<file path="src/shared/sspc_pkg.sv">
// Purpose: Shared constants and types of the speed setpoint channel
// Assumes: 16-bit speed words in rpm, scaling words in Q2.14
// Notes: Source selector codes name connectors and binector bits
package sspc_pkg;
  localparam int RX_WORDS = 12;
  localparam int FIX_WORDS = 4;
  localparam int SCALE_SHIFT = 14;
  localparam logic signed [15:0] SCALE_ONE = 16'sh4000;
  // Word source codes
  localparam logic [7:0] SRC_ZERO = 8'h00;
  localparam logic [7:0] SRC_ONE = 8'h01;
  localparam logic [7:0] SRC_RX_BASE = 8'h10;
  localparam logic [7:0] SRC_POT = 8'h20;
  localparam logic [7:0] SRC_FIX_BASE = 8'h30;
  localparam logic [7:0] SRC_ANALOG = 8'h40;
  // Bit source codes: control word bit n is BSRC_CW_BASE + n
  localparam logic [7:0] BSRC_CW_BASE = 8'h20;
  // Reset values
  localparam logic [7:0] RST_MAIN_SRC_FB = 8'h11;
  localparam logic [7:0] RST_MAIN_SRC_NOFB = 8'h40;
  localparam logic [7:0] RST_MSCALE_SRC = 8'h01;
  localparam logic [7:0] RST_SUPP_SRC = 8'h00;
  localparam logic [7:0] RST_SSCALE_SRC = 8'h00;
  localparam logic [7:0] RST_RAISE_FB = 8'h2d;
  localparam logic [7:0] RST_LOWER_FB = 8'h2e;
  localparam logic [7:0] RST_BIN_ZERO = 8'h00;
  localparam logic signed [15:0] RST_START = 16'sh0000;
  localparam logic signed [15:0] RST_POT_LIMIT = 16'sh0000;
  localparam logic signed [15:0] RST_REF_MAX = 16'sh03e8;
  localparam logic signed [15:0] RST_FIXED = 16'sh0000;
  localparam int RAMP_DEFAULT_S = 10;
  localparam logic [15:0] RST_RAMP_MS = 16'(RAMP_DEFAULT_S * 1000);
  localparam logic [4:0] RST_POT_CFG = 5'h06;
  localparam int CFG_STORE = 0;
  localparam int CFG_ALWAYS = 4;
  // Register byte offsets
  localparam logic [7:0] A_MAIN_SRC = 8'h00;
  localparam logic [7:0] A_MSCALE_SRC = 8'h04;
  localparam logic [7:0] A_SUPP_SRC = 8'h08;
  localparam logic [7:0] A_SSCALE_SRC = 8'h0c;
  localparam logic [7:0] A_RAISE_SRC = 8'h10;
  localparam logic [7:0] A_LOWER_SRC = 8'h14;
  localparam logic [7:0] A_ACCEPT_SRC = 8'h18;
  localparam logic [7:0] A_SETVAL_SRC = 8'h1c;
  localparam logic [7:0] A_START = 8'h20;
  localparam logic [7:0] A_RISE_MS = 8'h24;
  localparam logic [7:0] A_FALL_MS = 8'h28;
  localparam logic [7:0] A_MAX = 8'h2c;
  localparam logic [7:0] A_MIN = 8'h30;
  localparam logic [7:0] A_CFG = 8'h34;
  localparam logic [7:0] A_REF_MAX = 8'h38;
  localparam logic [7:0] A_FIX_BASE = 8'h40;
  localparam logic [7:0] A_ACTIVE_MAIN = 8'h50;
  localparam logic [7:0] A_POT_OUT = 8'h54;
  localparam logic [7:0] A_TOTAL = 8'h58;
  localparam logic [7:0] A_RX_BASE = 8'h80;
  localparam logic [2:0] SIZE_WORD = 3'h2;
  // Ramp tick timing
  localparam int CLK_PERIOD_NS = 40;
  localparam int TICK_TIME_NS = 1000000;
  localparam int TICK_CYCLES_DEF = TICK_TIME_NS / CLK_PERIOD_NS;
  typedef enum logic [1:0] {POT_HOLD, POT_UP, POT_DOWN} sspc_pot_dir_t;
endpackage

</file>
<file path="src/shared/sspc_pot_if.sv">
// Purpose: Carrier between setpoint channel and potentiometer
// Assumes: One clock domain
// Notes: Channel drives settings, potentiometer returns its value
`timescale 1ns/1ps
interface sspc_pot_if;
  logic signed [15:0] startValue;
  logic signed [15:0] maxSpeed;
  logic signed [15:0] minSpeed;
  logic signed [15:0] setValue;
  logic signed [15:0] refMax;
  logic signed [15:0] outValue;
  logic [15:0] riseMs;
  logic [15:0] fallMs;
  logic [4:0] cfg;
  logic raise;
  logic lower;
  logic accept;
  logic motorOn;
  logic msTick;
  modport ctrl (output startValue, maxSpeed, minSpeed, setValue, refMax, riseMs, fallMs,
    cfg, raise, lower, accept, motorOn, msTick, input outValue);
  modport pot (input startValue, maxSpeed, minSpeed, setValue, refMax, riseMs, fallMs,
    cfg, raise, lower, accept, motorOn, msTick, output outValue);
endinterface

</file>
<file path="src/core/sspc_pot.sv">
// Purpose: Motorized potentiometer with ramp and limits
// Assumes: msTick pulses once per millisecond
// Notes: At most one rpm step per tick, except a zero ramp time jumps straight to the limit
`timescale 1ns/1ps
module sspc_pot
  import sspc_pkg::*;
(
  input wire logic clk, // Control clock
  input wire logic arst_n, // Async reset, active low
  sspc_pot_if.pot bus // Settings in, value out
);
  logic signed [15:0] value;
  logic signed [15:0] saved;
  logic [16:0] acc;
  logic acceptPrev;
  logic motorPrev;
  logic signed [15:0] next_value;
  logic [16:0] next_acc;
  logic [16:0] sum;
  logic [16:0] span;

  function automatic logic signed [15:0] clampSpeed(input logic signed [15:0] v,
    input logic signed [15:0] lo, input logic signed [15:0] hi);
    if (v > hi)
      return hi;
    else if (v < lo)
      return lo;
    return v;
  endfunction

  wire acceptRise = bus.accept && !acceptPrev;
  wire motorRise = bus.motorOn && !motorPrev;
  wire motorFall = !bus.motorOn && motorPrev;
  wire rampOn = bus.motorOn || bus.cfg[CFG_ALWAYS];
  wire sspc_pot_dir_t dir = (bus.raise && !bus.lower) ? POT_UP :
    (bus.lower && !bus.raise) ? POT_DOWN : POT_HOLD;
  assign bus.outValue = value;

  ////////////////////////////////////////////////////////////////
  // Ramp step and load priority
  always_comb
  begin
    next_acc = acc;
    next_value = value;
    span = (dir == POT_UP) ? {1'b0, bus.riseMs} : {1'b0, bus.fallMs};
    sum = acc + {1'b0, bus.refMax};
    case (dir)
      POT_UP, POT_DOWN:
      begin
        if (rampOn && bus.msTick)
        begin
          if (span == 17'h0)
            next_value = (dir == POT_UP) ? bus.maxSpeed : bus.minSpeed;
          else if (sum >= span)
          begin
            next_acc = (sum - span >= span) ? 17'h0 : sum - span;
            if (dir == POT_UP && value < bus.maxSpeed)
              next_value = value + 16'sh0001;
            else if (dir == POT_DOWN && value > bus.minSpeed)
              next_value = value - 16'sh0001;
          end
          else
            next_acc = sum;
        end
      end
      POT_HOLD: next_acc = 17'h0;
      default: next_acc = 17'h0;
    endcase
    if (motorRise)
      next_value = bus.cfg[CFG_STORE] ? saved : bus.startValue;
    else if (acceptRise)
      next_value = bus.setValue;
    next_value = clampSpeed(next_value, bus.minSpeed, bus.maxSpeed);
  end

  always_ff @(posedge clk or negedge arst_n)
  begin
    if (!arst_n)
    begin
      value <= RST_START;
      saved <= RST_START;
      acc <= 17'h0;
      acceptPrev <= 1'b0;
      motorPrev <= 1'b0;
    end
    else
    begin
      value <= next_value;
      acc <= next_acc;
      acceptPrev <= bus.accept;
      motorPrev <= bus.motorOn;
      if (motorFall && bus.cfg[CFG_STORE])
        saved <= value;
    end
  end
endmodule

</file>
<file path="src/core/sspc_channel.sv">
// Purpose: Speed setpoint channel with source selection and potentiometer
// Assumes: AHB-Lite single slave, word access only, same-clock fieldbus
// Notes: Reads take one wait state, writes none
//
// Notes on behaviour
// - Positioner active forces total setpoint zero
// - Main and supplementary sources are selectable
// - Jog or panel control substitutes alternative setpoint
// - Main source defaults depend on fieldbus presence
// - Code for word one takes second word
// - Main scaling source defaults to one
// - Active main setpoint readable
// - Supplementary source defaults to zero
// - Supplementary scaling source defaults to zero
// - Every received word is readable
// - Potentiometer moves with raise and lower
// - Raise command increases output continuously
// - Lower command decreases output continuously
// - Switch-on loads configured start value
// - Raising uses rise time, default ten seconds
// - Lowering uses fall time, default ten seconds
// - Potentiometer output is a selectable connector
// - Output clamped between minimum and maximum speed
// - Accept edge takes the setting value
// - Config bit zero stores and restores setpoint
//
// Added by the designer: the AHB-Lite interface to the registers and the placing of the registers.
`timescale 1ns/1ps
module sspc_channel
  import sspc_pkg::*;
#(
  parameter bit HAS_FIELDBUS = 1'b1, // Unit carries a fieldbus
  parameter int TICK_CYCLES = TICK_CYCLES_DEF // Cycles per ramp tick
)
(
  input wire logic clk, // Control clock
  input wire logic arst_n, // Async reset, active low
  input wire logic hsel, // Slave select
  input wire logic [31:0] haddr, // Byte address
  input wire logic [1:0] htrans, // Transfer type
  input wire logic hwrite, // Write request
  input wire logic [2:0] hsize, // Transfer size
  input wire logic [31:0] hwdata, // Write data
  input wire logic hready, // Bus ready
  output logic [31:0] hrdata, // Read data
  output logic hreadyout, // Slave ready
  output logic hresp, // Always OKAY
  input wire logic [RX_WORDS*16-1:0] fieldbusReceiveWords, // Received words
  input wire logic [15:0] fieldbusControlWordBits, // Received control word
  input wire logic signed [15:0] analogIn, // Analog input connector
  input wire logic signed [15:0] altSetpoint, // Jog or panel setpoint
  input wire logic jogActive, // Jogging active
  input wire logic panelControl, // Panel or PC tool in control
  input wire logic positionerActive, // Basic positioner in use
  input wire logic motorOn, // Motor switched on
  output logic signed [15:0] totalSetpoint, // Total speed setpoint
  output logic signed [15:0] activeMainSetpoint, // Main after selection
  output logic signed [15:0] potRampedOutput // Potentiometer output
);
  logic [7:0] mainSrc;
  logic [7:0] mainScaleSrc;
  logic [7:0] suppSrc;
  logic [7:0] suppScaleSrc;
  logic [7:0] raiseSrc;
  logic [7:0] lowerSrc;
  logic [7:0] acceptSrc;
  logic [7:0] setValSrc;
  logic signed [15:0] startValue;
  logic signed [15:0] maxSpeed;
  logic signed [15:0] minSpeed;
  logic signed [15:0] refMax;
  logic [15:0] riseMs;
  logic [15:0] fallMs;
  logic [4:0] potCfg;
  logic signed [15:0] fixedSp [FIX_WORDS];
  logic wrPend;
  logic rdPend;
  logic [7:0] wrAddr;
  logic [7:0] rdAddr;
  logic [15:0] tickCnt;
  logic msTick;
  logic [31:0] rdValue;

  sspc_pot_if potBus();

  sspc_pot u_pot (
    .clk(clk),
    .arst_n(arst_n),
    .bus(potBus.pot)
  );

  ////////////////////////////////////////////////////////////////
  // Connector selection
  function automatic logic signed [15:0] pickWord(input logic [7:0] sel);
    logic [3:0] idx;
    idx = sel[3:0];
    if (sel == SRC_ZERO)
      return 16'sh0000;
    else if (sel == SRC_ONE)
      return SCALE_ONE;
    else if (sel == SRC_POT)
      return potBus.outValue;
    else if (sel == SRC_ANALOG)
      return analogIn;
    else if (sel[7:4] == SRC_RX_BASE[7:4] && int'(idx) < RX_WORDS)
      return fieldbusReceiveWords[int'(idx)*16 +: 16];
    else if (sel[7:4] == SRC_FIX_BASE[7:4] && int'(idx) < FIX_WORDS)
      return fixedSp[int'(idx)];
    return 16'sh0000;
  endfunction

  function automatic logic pickBit(input logic [7:0] sel);
    if (sel == SRC_ONE)
      return 1'b1;
    else if (sel[7:4] == BSRC_CW_BASE[7:4])
      return fieldbusControlWordBits[sel[3:0]];
    return 1'b0;
  endfunction

  wire altActive = jogActive || panelControl;
  logic signed [15:0] mainWord, mainScale, suppWord, suppScale;

  // Picks read module state inside the functions, so a process keeps them fresh
  always_comb
  begin
    mainWord = altActive ? altSetpoint : pickWord(mainSrc);
    mainScale = pickWord(mainScaleSrc);
    suppWord = pickWord(suppSrc);
    suppScale = pickWord(suppScaleSrc);
    potBus.setValue = pickWord(setValSrc);
    potBus.raise = pickBit(raiseSrc);
    potBus.lower = pickBit(lowerSrc);
    potBus.accept = pickBit(acceptSrc);
  end
  wire signed [31:0] mainProd = mainWord * mainScale;
  wire signed [31:0] suppProd = suppWord * suppScale;
  wire signed [32:0] prodSum = 33'(mainProd) + 33'(suppProd);
  wire signed [32:0] scaled = prodSum >>> SCALE_SHIFT;
  wire satHigh = scaled > 33'sh0_0000_7fff;
  wire satLow = scaled < -33'sh0_0000_8000;
  wire signed [15:0] satSum = satHigh ? 16'sh7fff : satLow ? 16'sh8000 : scaled[15:0];
  wire signed [15:0] next_total = positionerActive ? 16'sh0000 : satSum;

  assign potBus.startValue = startValue;
  assign potBus.maxSpeed = maxSpeed;
  assign potBus.minSpeed = minSpeed;
  assign potBus.refMax = refMax;
  assign potBus.riseMs = riseMs;
  assign potBus.fallMs = fallMs;
  assign potBus.cfg = potCfg;
  assign potBus.motorOn = motorOn;
  assign potBus.msTick = msTick;

  always_ff @(posedge clk or negedge arst_n)
  begin
    if (!arst_n)
    begin
      totalSetpoint <= 16'sh0000;
      activeMainSetpoint <= 16'sh0000;
      potRampedOutput <= RST_START;
    end
    else
    begin
      totalSetpoint <= next_total;
      activeMainSetpoint <= mainWord;
      potRampedOutput <= potBus.outValue;
    end
  end

  ////////////////////////////////////////////////////////////////
  // Ramp tick prescaler
  wire tickWrap = tickCnt == 16'(TICK_CYCLES - 1);
  wire [15:0] next_tickCnt = tickWrap ? 16'h0000 : tickCnt + 16'h0001;

  always_ff @(posedge clk or negedge arst_n)
  begin
    if (!arst_n)
    begin
      tickCnt <= 16'h0000;
      msTick <= 1'b0;
    end
    else
    begin
      tickCnt <= next_tickCnt;
      msTick <= tickWrap;
    end
  end

  ////////////////////////////////////////////////////////////////
  // AHB-Lite slave
  wire busReq = hsel && htrans[1] && hready;
  wire next_ready = !(busReq && !hwrite);
  wire [3:0] rdIdx = rdAddr[5:2];
  wire [3:0] wrIdx = wrAddr[5:2];

  always_ff @(posedge clk or negedge arst_n)
  begin
    if (!arst_n)
    begin
      wrPend <= 1'b0;
      rdPend <= 1'b0;
      wrAddr <= 8'h00;
      rdAddr <= 8'h00;
      hreadyout <= 1'b1;
      hresp <= 1'b0;
      hrdata <= 32'h0000_0000;
    end
    else
    begin
      wrPend <= busReq && hwrite && hsize == SIZE_WORD;
      rdPend <= busReq && !hwrite;
      if (busReq)
      begin
        wrAddr <= haddr[7:0];
        rdAddr <= haddr[7:0];
      end
      hreadyout <= next_ready;
      hresp <= 1'b0;
      if (rdPend)
        hrdata <= rdValue;
    end
  end

  always_comb
  begin
    rdValue = 32'h0000_0000;
    case (rdAddr)
      A_MAIN_SRC: rdValue = {24'h0, mainSrc};
      A_MSCALE_SRC: rdValue = {24'h0, mainScaleSrc};
      A_SUPP_SRC: rdValue = {24'h0, suppSrc};
      A_SSCALE_SRC: rdValue = {24'h0, suppScaleSrc};
      A_RAISE_SRC: rdValue = {24'h0, raiseSrc};
      A_LOWER_SRC: rdValue = {24'h0, lowerSrc};
      A_ACCEPT_SRC: rdValue = {24'h0, acceptSrc};
      A_SETVAL_SRC: rdValue = {24'h0, setValSrc};
      A_START: rdValue = {16'h0, startValue};
      A_RISE_MS: rdValue = {16'h0, riseMs};
      A_FALL_MS: rdValue = {16'h0, fallMs};
      A_MAX: rdValue = {16'h0, maxSpeed};
      A_MIN: rdValue = {16'h0, minSpeed};
      A_CFG: rdValue = {27'h0, potCfg};
      A_REF_MAX: rdValue = {16'h0, refMax};
      A_ACTIVE_MAIN: rdValue = {16'h0, activeMainSetpoint};
      A_POT_OUT: rdValue = {16'h0, potRampedOutput};
      A_TOTAL: rdValue = {16'h0, totalSetpoint};
      default:
      begin
        if (rdAddr[7:6] == A_RX_BASE[7:6] && rdAddr[1:0] == 2'b00 && int'(rdIdx) < RX_WORDS)
          rdValue = {16'h0, fieldbusReceiveWords[int'(rdIdx)*16 +: 16]};
        else if (rdAddr[7:4] == A_FIX_BASE[7:4] && rdAddr[1:0] == 2'b00)
          rdValue = {16'h0, fixedSp[rdIdx[1:0]]};
      end
    endcase
  end

  always_ff @(posedge clk or negedge arst_n)
  begin
    if (!arst_n)
    begin
      mainSrc <= HAS_FIELDBUS ? RST_MAIN_SRC_FB : RST_MAIN_SRC_NOFB;
      mainScaleSrc <= RST_MSCALE_SRC;
      suppSrc <= RST_SUPP_SRC;
      suppScaleSrc <= RST_SSCALE_SRC;
      raiseSrc <= HAS_FIELDBUS ? RST_RAISE_FB : RST_BIN_ZERO;
      lowerSrc <= HAS_FIELDBUS ? RST_LOWER_FB : RST_BIN_ZERO;
      acceptSrc <= RST_BIN_ZERO;
      setValSrc <= SRC_ZERO;
      startValue <= RST_START;
      riseMs <= RST_RAMP_MS;
      fallMs <= RST_RAMP_MS;
      maxSpeed <= RST_POT_LIMIT;
      minSpeed <= RST_POT_LIMIT;
      potCfg <= RST_POT_CFG;
      refMax <= RST_REF_MAX;
    end
    else if (wrPend)
    begin
      case (wrAddr)
        A_MAIN_SRC: mainSrc <= hwdata[7:0];
        A_MSCALE_SRC: mainScaleSrc <= hwdata[7:0];
        A_SUPP_SRC: suppSrc <= hwdata[7:0];
        A_SSCALE_SRC: suppScaleSrc <= hwdata[7:0];
        A_RAISE_SRC: raiseSrc <= hwdata[7:0];
        A_LOWER_SRC: lowerSrc <= hwdata[7:0];
        A_ACCEPT_SRC: acceptSrc <= hwdata[7:0];
        A_SETVAL_SRC: setValSrc <= hwdata[7:0];
        A_START: startValue <= hwdata[15:0];
        A_RISE_MS: riseMs <= hwdata[15:0];
        A_FALL_MS: fallMs <= hwdata[15:0];
        A_MAX: maxSpeed <= hwdata[15:0];
        A_MIN: minSpeed <= hwdata[15:0];
        A_CFG: potCfg <= hwdata[4:0];
        A_REF_MAX: refMax <= hwdata[15:0];
        default: mainSrc <= mainSrc;
      endcase
    end
  end

  genvar gi;
  generate
    for (gi = 0; gi < FIX_WORDS; gi++)
    begin : g_fix
      always_ff @(posedge clk or negedge arst_n)
      begin
        if (!arst_n)
          fixedSp[gi] <= RST_FIXED;
        else if (wrPend && wrAddr[7:4] == A_FIX_BASE[7:4] && int'(wrIdx) == gi)
          fixedSp[gi] <= hwdata[15:0];
      end
    end
  endgenerate
endmodule

</file>
<file path="config.mk">
export PLATFORM = sky130hd
export DESIGN_NAME = sspc_channel
export DESIGN_NICKNAME = d
export VERILOG_FILES = /design/src/shared/sspc_pkg.sv /design/src/shared/sspc_pot_if.sv /design/src/core/sspc_pot.sv /design/src/core/sspc_channel.sv
export SDC_FILE = /design/constraint.sdc
export NUM_CORES = 2
export LEC_CHECK = 0
export BUFFER_PORTS_ARGS = -buffer_cell sky130_fd_sc_hd__buf_2
export CORE_ASPECT_RATIO = 2
export CORE_MARGIN = 2
export CORE_UTILIZATION = 55
export DETAILED_ROUTE_END_ITERATION = 6
export PLACE_DENSITY = 0.79
export SYNTH_ARGS = -nofsm -noshare
export SYNTH_HDL_FRONTEND = slang
export SYNTH_SLANG_ARGS = --single-unit
</file>
<file path="constraint.sdc">
create_clock -name clk -period 12.3 [get_ports clk]
set_input_delay 1.845 -clock clk [delete_from_list [all_inputs] [get_ports clk]]
set_output_delay 1.845 -clock clk [all_outputs]
set_load 0.01 [all_outputs]
</file>
==> flow_metrics.py <==
metrics = {
    "outcome": {
        "run_status": "finished with violations",
        "violations": "design-rule violations, max-slew violations",
    },
    "global_route": {
        "grt_max_degree": 85,
        "grt_antenna_before_repair": 29,
        "grt-ovfl-total": 0,
        "grt_usage_pct": 46.6,
        "grt_pass1_vias": 50200,
        "grt_pass1_wl_microns": 335000,
    },
    "critical_path": {
        "path_buf_inv": 6,
        "worstRegToRegCells": 31,
        "critical_path_class": "flop to flop",
        "slowest_delay_ns": 0.82,
        "crit_path_end_kind": "flop",
        "cp.required_ns": 12.87,
        "critPathMostFrequentCell": "fa_1",
        "critPathLaunchType": "flop",
        "worst-path-max-fanout": 15,
        "crit_arrival_ns": 12.00,
        "crit_start": "suppScaleSrc[5]$_DFFE_PN0P_",
        "r2r_slack_ns": 0.87,
        "r2r_start": "suppScaleSrc[5]$_DFFE_PN0P_",
        "cp_top_family": "adder cells",
        "worstReg2RegEnd": "totalSetpoint[5]$_DFF_PN0_",
        "path_depth": 31,
        "slowest_stage": "a31oi_2",
    },
    "cts": {
        "worstSkewPairLatency_ns": 0.64,
        "cts_max_level": 2,
        "path_clk_slew_ns": 0.07,
        "cts_tree": "built",
        "cts.sinks": 372,
        "cts_hold_buf": 0,
        "post_cts_resized": 0,
        "cts-root-buf": "clkbuf_16",
        "clock_path_buffers": 3,
        "numCtsBuffers": 37,
        "postCtsSetupRepairBufs": 0,
    },
    "hold_path": {
        "hold_depth": 1,
        "worstHoldStart": "tickCnt[0]$_DFF_PN0_",
        "min_to": "tickCnt[0]$_DFF_PN0_",
        "hold_path_class": "flop to flop",
    },
    "route": {
        "drt-met1-wl_microns": 67400,
        "met3_length_microns": 25400,
        "wl_per_cell_microns": 33.9,
        "antenna_left": 0,
        "routed-wl-met2_microns": 105000,
        "drtIter0Drc": 5913,
        "routed_wl_microns": 230000,
        "via_per_inst": 7.14,
        "dr.pass1.iters": 7,
        "top_layer_used": "met5",
        "vias": 48300,
        "drc": 2,
    },
    "die": {
        "die-width_microns": 225,
        "die_height_microns": 447,
        "initial_core_util_pct": 55.4,
        "core_sq_um": 97300,
        "floorplan.rows": 162,
        "die-area_sq_um": 101000,
        "ioPinCount": 400,
    },
    "yosys": {
        "synth_edf_count": 0,
        "yosysUniqueCellTypes": 96,
        "synth_seq_area_share_pct": 17.4,
        "ys.flop_type": "dfrtp_1",
        "ys_seq_elements": 372,
        "synth_warnings": 0,
        "synthesis.area_sq_um": 53900,
        "syn_inst": 5240,
        "synth_area_per_cell_sq_um": 10.3,
        "async_reset_ff_share_pct": 100,
    },
    "sta": {
        "slew-limit-headroom_pct": -2.06,
        "finClkSkew_ns": 0.0193,
        "slew_viol_final": 3,
        "period_needed_ns": 11.43,
        "min_period_over_period_pct": 92.9,
        "setup_viol": 0,
        "hold_viol": 0,
        "max_freq_ghz": 0.0875,
        "setup_slack_ns": 0.868,
        "rsz0062_at_grt": "no",
        "finalSetupTns_ns": 0,
        "worst_pin_slew_ns": 1.53,
    },
    "layout": {
        "final_cell_count_no_fill": 6764,
        "seqCellArea_sq_um": 9380,
        "syn_to_final_growth_pct": 9.02,
        "multi_input_area_sq_um": 40300,
        "drive_above_1_share_pct": 25.2,
        "nets": 6645,
        "n_fill_cell": 8195,
    },
    "pwr": {
        "leakagePower_nw": 26.8,
        "peakVddDrop_v": 0.000168,
        "power.total_mw": 5.35,
        "power_density_nw_per_um2": 91.0,
    },
    "placement": {
        "dpl_worst_slack_ns": 0.510,
        "dp_cells": 6671,
        "io_buffers": 341,
        "gp_congestion": 1.08,
        "dp_hpwl_microns": 179000,
    },
    "job": {
        "drv_cap": 0,
    },
}
## registers in the layout (all words and copies together) (netlist names), 16 cells and up
| signal | cells |
|---|---|
| potBus.riseMs | 16 |
| totalSetpoint | 16 |
| fallMs | 16 |
| tickCnt | 16 |
| maxSpeed | 16 |
| u_pot.acc | 17 |
| hrdata | 16 |
| u_pot.saved | 16 |
| potBus.startValue | 16 |
| potBus.refMax | 16 |
| fixedSp | 64 |
| u_pot.bus.outValue | 16 |
| activeMainSetpoint | 16 |
| minSpeed | 16 |
| potRampedOutput | 16 |
## stage by stage
step / hold slack [ns] / util (%) / area (sq um)
2_1_floorplan: 0.399 / - / 53900
3_3_place_gp: 0.445 / 58.9 / 57300
3_5_place_dp: 0.457 / 58.9 / 57300
4_1_cts: 0.466 / 60.3 / 58600
5_1_grt: 0.497 / 60.3 / 58700
6_report: 0.460 / 60.3 / 58700
## cells in the mapped netlist (62+ instances only)
library cell / instances / area, sq um
a21o_1: 62 / 465
a21oi_1: 127 / 636
a221oi_1: 76 / 666
a22oi_1: 86 / 646
clkbuf_1: 244 / 916
dfrtp_1: 342 / 8560
fa_1: 585 / 11700
ha_1: 260 / 3250
inv_1: 749 / 2810
mux2_2: 276 / 3110
mux2i_1: 95 / 951
mux4_2: 390 / 8780
nand2_1: 264 / 991
nand3_1: 72 / 360
nor2_1: 497 / 1870
nor3_1: 100 / 500
o21ai_0: 76 / 380
o22ai_1: 100 / 626
## cells in the final DEF (no fill, tap or decap), types with 26 or more instances in the layout
master,instances
inv_1,749
fa_1,585
nor2_1,493
mux4_2,390
buf_2,340
dfrtp_1,332
mux2_2,276
nand2_1,264
ha_1,259
buf_4,188
a21oi_1,126
o22ai_1,100
nor3_1,99
mux2i_1,95
a22oi_1,86
a221oi_1,76
o21ai_0,75
nand3_1,72
a21o_1,62
nand4_1,54
nand2b_1,52
xnor2_1,52
nor2b_1,50
or2_2,43
o211ai_1,42
or3_1,39
clkbuf_16,38
and3_1,37
dfstp_2,28
xor2_1,26
## cells by family (layout without fill, tap and decap cells)
kind of cell             after synthesis  count (layout)  synth area share (%)
flip-flops                           372             372                  17.4
adder cells (fa/ha/maj)              845             845                  27.8
multiplexers                         767             767                  24.0
AND/OR/NAND/NOR                     1284            1284                  11.2
buffers and inverters               1105            1359                  7.99
other                                  1              41               0.00696
XOR/XNOR                              79              79                  1.30
AO/OA/AOI/OAI                        787             787                  10.4
## layout make-up
| cell class | count | share of cell area, % |
|---|---|---|
| antenna | 24 | 0.102 |
| clock buffer | 48 | 1.73 |
| clock inverter | 19 | 0.454 |
| inverter | 754 | 4.82 |
| multi-input combinational | 3779 | 68.7 |
| sequential | 372 | 16.0 |
| tap | 1230 | 2.62 |
| timing repair buffer | 538 | 5.60 |
## metal layers
metal | vias to the layer above | track usage, %
li1 | 19000 | -
met1 | 23900 | 48.4
met2 | 3869 | 73.4
met3 | 1516 | 13.4
met4 | 16 | 47.8
met5 | - | 0
## power breakdown
part | total (mW) | internal [mW] | switching [mW] | leakage (nW)
Sequential | 1.68 | 1.39 | 0.296 | 4.46
Clock | 1.28 | 0.701 | 0.583 | 0.627
Combinational | 2.38 | 0.932 | 1.45 | 21.7
Total | 5.35 | 3.02 | 2.33 | 26.8
## worst max path at each step
| stage | end | slack [ns] |
|---|---|---|
| global route | totalSetpoint[5]$_DFF_PN0_ | 0.52 |
| finish | totalSetpoint[5]$_DFF_PN0_ | 0.87 |
| CTS | totalSetpoint[5]$_DFF_PN0_ | 1.06 |
| detailed placement | totalSetpoint[5]$_DFF_PN0_ | 0.51 |
| global placement | totalSetpoint[5]$_DFF_PN0_ | 0.68 |
| floorplan | totalSetpoint[14]$_DFF_PN0_ | 1.95 |
No activity file was read; power rests on OpenSTA's default activity.
